**config.mk**
```make
export PLATFORM = sky130hd
export DESIGN_NAME = lvdc_low_voltage_detect_control
export DESIGN_NICKNAME = d
export VERILOG_FILES = /design/src/lvdc_pkg.sv /design/src/lvdc_low_voltage_detect_control.sv
export SDC_FILE = /design/constraint.sdc
export NUM_CORES = 1
export LEC_CHECK = 0
export ABC_AREA = 1
export BUFFER_PORTS_ARGS = -buffer_cell sky130_fd_sc_hd__buf_4
export CORE_UTILIZATION = 46
export DETAILED_ROUTE_END_ITERATION = 8
export PLACE_DENSITY_LB_ADDON = 0.3
export SETUP_SLACK_MARGIN = 0.3
export SYNTH_ARGS = -nofsm -noshare
export SYNTH_HDL_FRONTEND = slang
export SYNTH_SLANG_ARGS = --single-unit
```
**constraint.sdc**
```tcl
create_clock -name clock -period 1.9 [get_ports clock]
set_clock_uncertainty 0.15 [all_clocks]
set_input_delay 0.475 -clock clock [delete_from_list [all_inputs] [get_ports clock]]
set_output_delay 0.475 -clock clock [all_outputs]
set_load 0.05 [all_outputs]
```
**src/lvdc_pkg.sv**
```systemverilog
/*
  package of the low-voltage detect control block: register offsets, bit
  positions, reset values and the state carrier.
  assumes a byte-wide register port and one 125 MHz clock.
*/
package lvdc_pkg;

  localparam logic [1:0] OFFSET_CONTROL = 2'h0;
  localparam logic [1:0] OFFSET_IRQ_STATUS = 2'h1;
  localparam logic [1:0] OFFSET_IRQ_MASK = 2'h2;

  localparam int BIT_FLAG = 7;
  localparam int BIT_ACK = 6;
  localparam int BIT_IRQ_ENABLE = 5;
  localparam int BIT_RESET_ENABLE = 4;
  localparam int BIT_STOP_ENABLE = 3;
  localparam int BIT_DETECT_ENABLE = 2;
  localparam int BIT_RESERVED = 1;
  localparam int BIT_BUFFER_ENABLE = 0;

  localparam int EVT_DETECT = 0;
  localparam int EVT_CLEARED = 1;

  localparam logic [7:0] RESET_CONTROL = 8'h1C;
  localparam logic [1:0] RESET_EVENTS = 2'h0;

  typedef struct packed {
    logic lowVoltageFlag;
    logic lowVoltageIrqEnable;
    logic lowVoltageResetEnable;
    logic lowVoltageStopEnable;
    logic lowVoltageDetectEnable;
    logic bandgapBufferEnable;
    logic resetEnableWritten;
    logic [1:0] eventStatus;
    logic [1:0] eventMask;
    logic [7:0] readData;
    logic irqRequest;
    logic resetRequest;
    logic detectActive;
    logic eventIrq;
  } lvdc_state_type;

endpackage : lvdc_pkg

```
**src/lvdc_low_voltage_detect_control.sv**
```systemverilog
/*
  low-voltage detect control: one control/status register, a sticky event
  register with its mask, interrupt and reset requests, bandgap buffer enable.
  assumes comparator and stop inputs synchronous to clock, and a bus master
  that never strobes read and write in the same cycle.
*/
// Summary of operation
// - flag records low voltage while detect enabled
// - write one at bit 6 clears flag
// - interrupt enable raises request while flag set
// - reset enable forces system reset on flag
// - stop enable keeps detection alive in stop
// - detect enable gates flag, reset, stop behaviour
// - bit 0 turns bandgap buffer on
// - reset enable bit accepts first write only
module lvdc_low_voltage_detect_control
(
  input wire logic clock,
  input wire logic rst,
  input wire logic [1:0] address,
  input wire logic [7:0] writeData,
  input wire logic writeStrobe,
  input wire logic readStrobe,
  output logic [7:0] readData,
  input wire logic lowVoltageSense,
  input wire logic stopMode,
  output logic lowVoltageIrq,
  output logic systemResetRequest,
  output logic bandgapBufferEnable,
  output logic detectActive,
  output logic eventIrq
);

  lvdc_pkg::lvdc_state_type state;
  lvdc_pkg::lvdc_state_type next_state;
  logic writeControl;
  logic writeMask;
  logic readEvents;
  logic sensing;
  logic ackWrite;
  logic [1:0] eventSet;

  //////////////////////////////////////////////////////////////////////////////
  // next state
  always_comb
  begin
    next_state = state;
    writeControl = writeStrobe && (address == lvdc_pkg::OFFSET_CONTROL);
    writeMask = writeStrobe && (address == lvdc_pkg::OFFSET_IRQ_MASK);
    readEvents = readStrobe && (address == lvdc_pkg::OFFSET_IRQ_STATUS);
    ackWrite = writeControl && writeData[lvdc_pkg::BIT_ACK];
    // detection runs only when enabled, and in stop only with stop enable
    sensing = state.lowVoltageDetectEnable
      && (!stopMode || state.lowVoltageStopEnable);
    eventSet = 2'h0;
    if (writeControl)
    begin
      next_state.lowVoltageIrqEnable = writeData[lvdc_pkg::BIT_IRQ_ENABLE];
      next_state.lowVoltageStopEnable = writeData[lvdc_pkg::BIT_STOP_ENABLE];
      next_state.lowVoltageDetectEnable = writeData[lvdc_pkg::BIT_DETECT_ENABLE];
      next_state.bandgapBufferEnable = writeData[lvdc_pkg::BIT_BUFFER_ENABLE];
      if (!state.resetEnableWritten)
      begin
        next_state.lowVoltageResetEnable = writeData[lvdc_pkg::BIT_RESET_ENABLE];
        next_state.resetEnableWritten = 1'b1;
      end
    end
    if (ackWrite && state.lowVoltageFlag)
    begin
      next_state.lowVoltageFlag = 1'b0;
      eventSet[lvdc_pkg::EVT_CLEARED] = 1'b1;
    end
    // a detection in the acknowledge cycle wins over the clear
    if (sensing && lowVoltageSense)
    begin
      next_state.lowVoltageFlag = 1'b1;
      eventSet[lvdc_pkg::EVT_DETECT] = !state.lowVoltageFlag;
      eventSet[lvdc_pkg::EVT_CLEARED] = 1'b0;
    end
    if (!next_state.lowVoltageDetectEnable)
    begin
      next_state.lowVoltageFlag = 1'b0;
    end
    if (writeMask)
    begin
      next_state.eventMask = writeData[1:0];
    end
    if (readEvents)
    begin
      next_state.eventStatus = eventSet;
    end
    else
    begin
      next_state.eventStatus = state.eventStatus | eventSet;
    end
    next_state.readData = 8'h00;
    if (readStrobe)
    begin
      case (address)
        lvdc_pkg::OFFSET_CONTROL:
        begin
          // acknowledge and reserved bits read zero
          next_state.readData = {state.lowVoltageFlag, 1'b0, state.lowVoltageIrqEnable,
            state.lowVoltageResetEnable, state.lowVoltageStopEnable,
            state.lowVoltageDetectEnable, 1'b0, state.bandgapBufferEnable};
        end
        lvdc_pkg::OFFSET_IRQ_STATUS: next_state.readData = {6'h00, state.eventStatus};
        lvdc_pkg::OFFSET_IRQ_MASK: next_state.readData = {6'h00, state.eventMask};
        default: next_state.readData = 8'h00;
      endcase
    end
    next_state.irqRequest = next_state.lowVoltageFlag
      && next_state.lowVoltageIrqEnable;
    next_state.resetRequest = next_state.lowVoltageFlag
      && next_state.lowVoltageResetEnable
      && next_state.lowVoltageDetectEnable;
    next_state.detectActive = next_state.lowVoltageDetectEnable
      && (!stopMode || next_state.lowVoltageStopEnable);
    next_state.eventIrq = |(next_state.eventStatus & next_state.eventMask);
  end

  //////////////////////////////////////////////////////////////////////////////
  // state register
  always_ff @(posedge clock or posedge rst)
  begin
    if (rst)
    begin
      state <= '0;
      // each control field takes its own bit of the reset byte
      state.lowVoltageFlag <= lvdc_pkg::RESET_CONTROL[lvdc_pkg::BIT_FLAG];
      state.lowVoltageIrqEnable <= lvdc_pkg::RESET_CONTROL[lvdc_pkg::BIT_IRQ_ENABLE];
      state.lowVoltageResetEnable <= lvdc_pkg::RESET_CONTROL[lvdc_pkg::BIT_RESET_ENABLE];
      state.lowVoltageStopEnable <= lvdc_pkg::RESET_CONTROL[lvdc_pkg::BIT_STOP_ENABLE];
      state.lowVoltageDetectEnable <= lvdc_pkg::RESET_CONTROL[lvdc_pkg::BIT_DETECT_ENABLE];
      state.bandgapBufferEnable <= lvdc_pkg::RESET_CONTROL[lvdc_pkg::BIT_BUFFER_ENABLE];
      // the write-once bit is open again after every reset
      state.resetEnableWritten <= 1'b0;
      state.eventStatus <= lvdc_pkg::RESET_EVENTS;
      state.eventMask <= lvdc_pkg::RESET_EVENTS;
    end
    else
    begin
      state <= next_state;
    end
  end

  assign readData = state.readData;
  assign lowVoltageIrq = state.irqRequest;
  assign systemResetRequest = state.resetRequest;
  assign bandgapBufferEnable = state.bandgapBufferEnable;
  assign detectActive = state.detectActive;
  assign eventIrq = state.eventIrq;
endmodule // lvdc_low_voltage_detect_control

```
# After elaboration in Yosys (flattened, before gate mapping)
# Cells that the tools add are included.
# totals
output_inout_bits	13
elab_cells	46
inputBits	16
regBits	23
# classes
muxes	11
n_eq_ne	2
reduce_logical	17
bitwise	2
# ops
operator	count
8-bit one-hot mux with 3 select lines	1
1-bit logical AND	11
8-bit two-way mux	1
2-bit two-way mux	3
6-bit two-way mux	1
1-bit two-way mux	5
2-bit AND	1
2-bit by 1-bit == test with 1-bit output, second input constant	1
2-bit == test, second input constant	1
1-bit zero test	2
2-bit zero test	1
1-bit logical OR	2
2-bit OR	1
2-bit OR reduction	1

# Logic depth before layout (Yosys ltp)
# logic_depth
ltp_word	10
mapped_depth	7

# Worst setup path before layout
# OpenSTA, ideal clock, no wires.
# synth_timing
path_kind	input to register
start	input address[0]
end	register state (netlist bit lowVoltageIrq)
t_arrival_ns	0.970
cell_stages	6
slack_ns	0.658
path_buffers	0
path_cell_list	nor2_4 nand2_2 nand2_2 nand2_2 nand2_2 nor2_1
# synth_lines
item	line	source
start: declaration	lvdc_low_voltage_detect_control.sv:20	input wire logic [1:0] address,
end signal: assignment	lvdc_low_voltage_detect_control.sv:143	state <= next_state;
end: declaration	lvdc_low_voltage_detect_control.sv:34	lvdc_pkg::lvdc_state_type state;

# Final worst setup path
# layout_timing
start	register bandgapBufferEnable (netlist name)
end	output bandgapBufferEnable
# layout_lines
item	line	source
end: declaration	lvdc_low_voltage_detect_control.sv:29	output logic bandgapBufferEnable,
# No word-level cell between the ends.

==> out/results.ini <==
[synthesis]
synth_compound_area_share_pct = 4.503
syn_nets = 119
synthAdderAreaFrac_pct = 0
syn-instance-count = 103
synth_seq_cells = 22
synth.yosys.warnings = 0
synthMuxAreaShare_pct = 0
avgSynthCellArea_um2 = 9.171
netlist_area_um2 = 944.7
synth_xor_xnor_area_share_pct = 0
synthSimpleGateAreaFrac_pct = 23.71
synth_top_family_by_area = simple AND/OR/NAND/NOR gates
synth_seq_area_share_pct = 58.68
synth_cell_types = 16

[floorplan]
die_area_mm2 = 0.002239
die_h_um = 47.32
die_width_um = 47.32
fp.coreArea_mm2 = 0.001942
start_util_pct = 48.65
rows = 16
ios = 29

[run_status]
status = completed

[pwr]
internal-power_mw = 0.6750
fin_total_pwr_mw = 0.9809
p_switching_mw = 0.3059
leakagePower_nw = 0.6394
swShare_pct = 31.18
pwr-share-clk_pct = 21.4
seqPwrFrac_pct = 55.2
p_per_area_mw_per_mm2 = 854.9
ir_worst_vdd_v = 0.0005669
power_frac_comb_pct = 23.4

[setup_path]
critPathRequiredTime_ns = 1.27
cp_top_family = flip-flops
end_kind = output pin
crit_buf_inv = 1
crit_chain = buf_4
cp_data_arrival_time_ns = 0.93
reg2reg_slack_ns = 0.52
startpoint_type = register
crit_fanout = 3
path_class = register to output pin
slowest_stage = dfrtp_1
slowest_delay_ns = 0.42

[timing]
worst_slack_ns = 0.3493
fmax_mhz = 644.9
rsz0062_at_grt = false
holdWs_ns = 0.02905
fin_crit_ns = 1.551
min_period_over_period_pct = 81.62
drv_slew = 0
finalSetupViolations = 0
final_hold_viol_count = 0
fin_setup_tns_ns = 0

[clock_network]
cts_hold_buf = 0
cts-root-buf = clkbuf_4
post-cts-setup-buffers = 0
cts_buffers = 3
clock_path_buffers = 2
clock_latency_ns = 0.30
clk_pin_slew_ns = 0.11
cts_tree = done
ctsResizeCount = 0
htreeDepth = 1
cts.sinks = 22

[final_layout]
diodes = 0
drive_above_1_share_pct = 34.92
area_growth_pct = 21.46
utilization_pct = 59.09
final_cells = 153
stdcell_area_mm2 = 0.001147
fin_nets = 143

[placed_design]
place.gp.congestion = 0.8242
dp_hpwl_um = 1226
numPortBuffers = 26
dpl_cell_area_mm2 = 0.001121
dp.cells = 149
post-place-ws_ns = 0.3846

[drt]
vias = 681
dr.pass1.iters = 4
finalWirelength_um = 1576
drc = 0
final_antenna_net_count = 0
via_per_inst = 4.451
drt_iter0_drc = 13
routedWlPerCell_um = 10.30

[global_routing]
gr-total-overflow = 0
antenna_found_initial = 0
grt_first_pass_wirelength_um = 2525
grt_pass1_vias = 592
grt_max_degree = 23
grtUsageTotal_pct = 16.64

[job]
cap_viol_max_count = 0

[hold_path]
hold_class = input port to async pin

==> kinds of logic (layout without fill, tap and decap cells) <==
| logic type | Yosys count | count (layout) |
|---|---|---|
| AOI/OAI and AO/OA | 7 | 7 |
| buffers and inverters | 24 | 47 |
| DFF | 22 | 22 |
| other | 1 | 1 |
| and+or+nand+nor | 49 | 49 |
==> cell usage in the layout, fill, tap and decap left out, drive strengths merged <==
cell,netlist,final
o21ai,7,7
dfstp,3,3
nand3,10,10
nand2,30,30
inv,16,16
buf,8,27
conb,1,1
nor2,9,9
dfrtp,19,19
clkbuf,0,4
==> worst paths after layout <==
path                                      from             endpoint  cells past startpoint
min                                        rst          readData[0]                      3
max in group asynchronous                  rst            state[20]                      3
min in group clock                  readStrobe          readData[0]                      3
max                        bandgapBufferEnable  bandgapBufferEnable                      1
max reg2reg                          state[19]             eventIrq                      6
min reg2reg                          state[16]            state[16]                      2
==> sequential cells by signal, summed over array words and instances (netlist names) <==
signal and count:
bandgapBufferEnable 1, detectActive 1, eventIrq 1, lowVoltageIrq 1
readData 7, state 10, systemResetRequest 1
==> synth_stat cells <==
library cell / count / area, um^2
nand2_1: 25 / 93.84
dfrtp_1: 19 / 475.5
inv_1: 15 / 56.30
nand3_1: 9 / 45.04
buf_4: 8 / 60.06
nor2_1: 7 / 26.28
nand2_2: 5 / 31.28
dfstp_2: 3 / 78.83
o21ai_0: 3 / 15.01
o21ai_1: 2 / 10.01
o21ai_2: 2 / 17.52
conb_1: 1 / 3.750
inv_2: 1 / 3.750
nand3_2: 1 / 10.01
nor2_2: 1 / 6.260
nor2_4: 1 / 11.26
==> power groups by stage <==
stage               registers (mW)  logic, mW  clock network (mW)
floorplan                    0.591      0.116                   0
global placement             0.547      0.227                   0
detailed placement           0.550      0.231                   0
CTS                          0.541      0.232               0.218
global route                 0.547      0.252               0.233
finish                       0.541      0.230               0.210
==> routing by layer <==
metal | vias up | track usage, % | share of wire, %
met4 | 0 | 8.571 | 3.8
met1 | 310 | 21.22 | 42
li1 | 350 | - | -
met2 | 15 | 27.12 | 50
met5 | - | 0 | 0
met3 | 6 | 2.692 | 3.7
==> final cells by class <==
| cell class | instances | area [um^2] |
|---|---|---|
| clock buffers | 4 | 26.28 |
| fillers | 191 | 794.5 |
| inverters | 16 | 60.06 |
| multi-input cells | 57 | 270.3 |
| flip-flops and latches | 22 | 554.3 |
| well taps | 27 | 33.78 |
| repair buffers | 27 | 202.7 |
No activity file was read; power rests on OpenSTA's default activity.
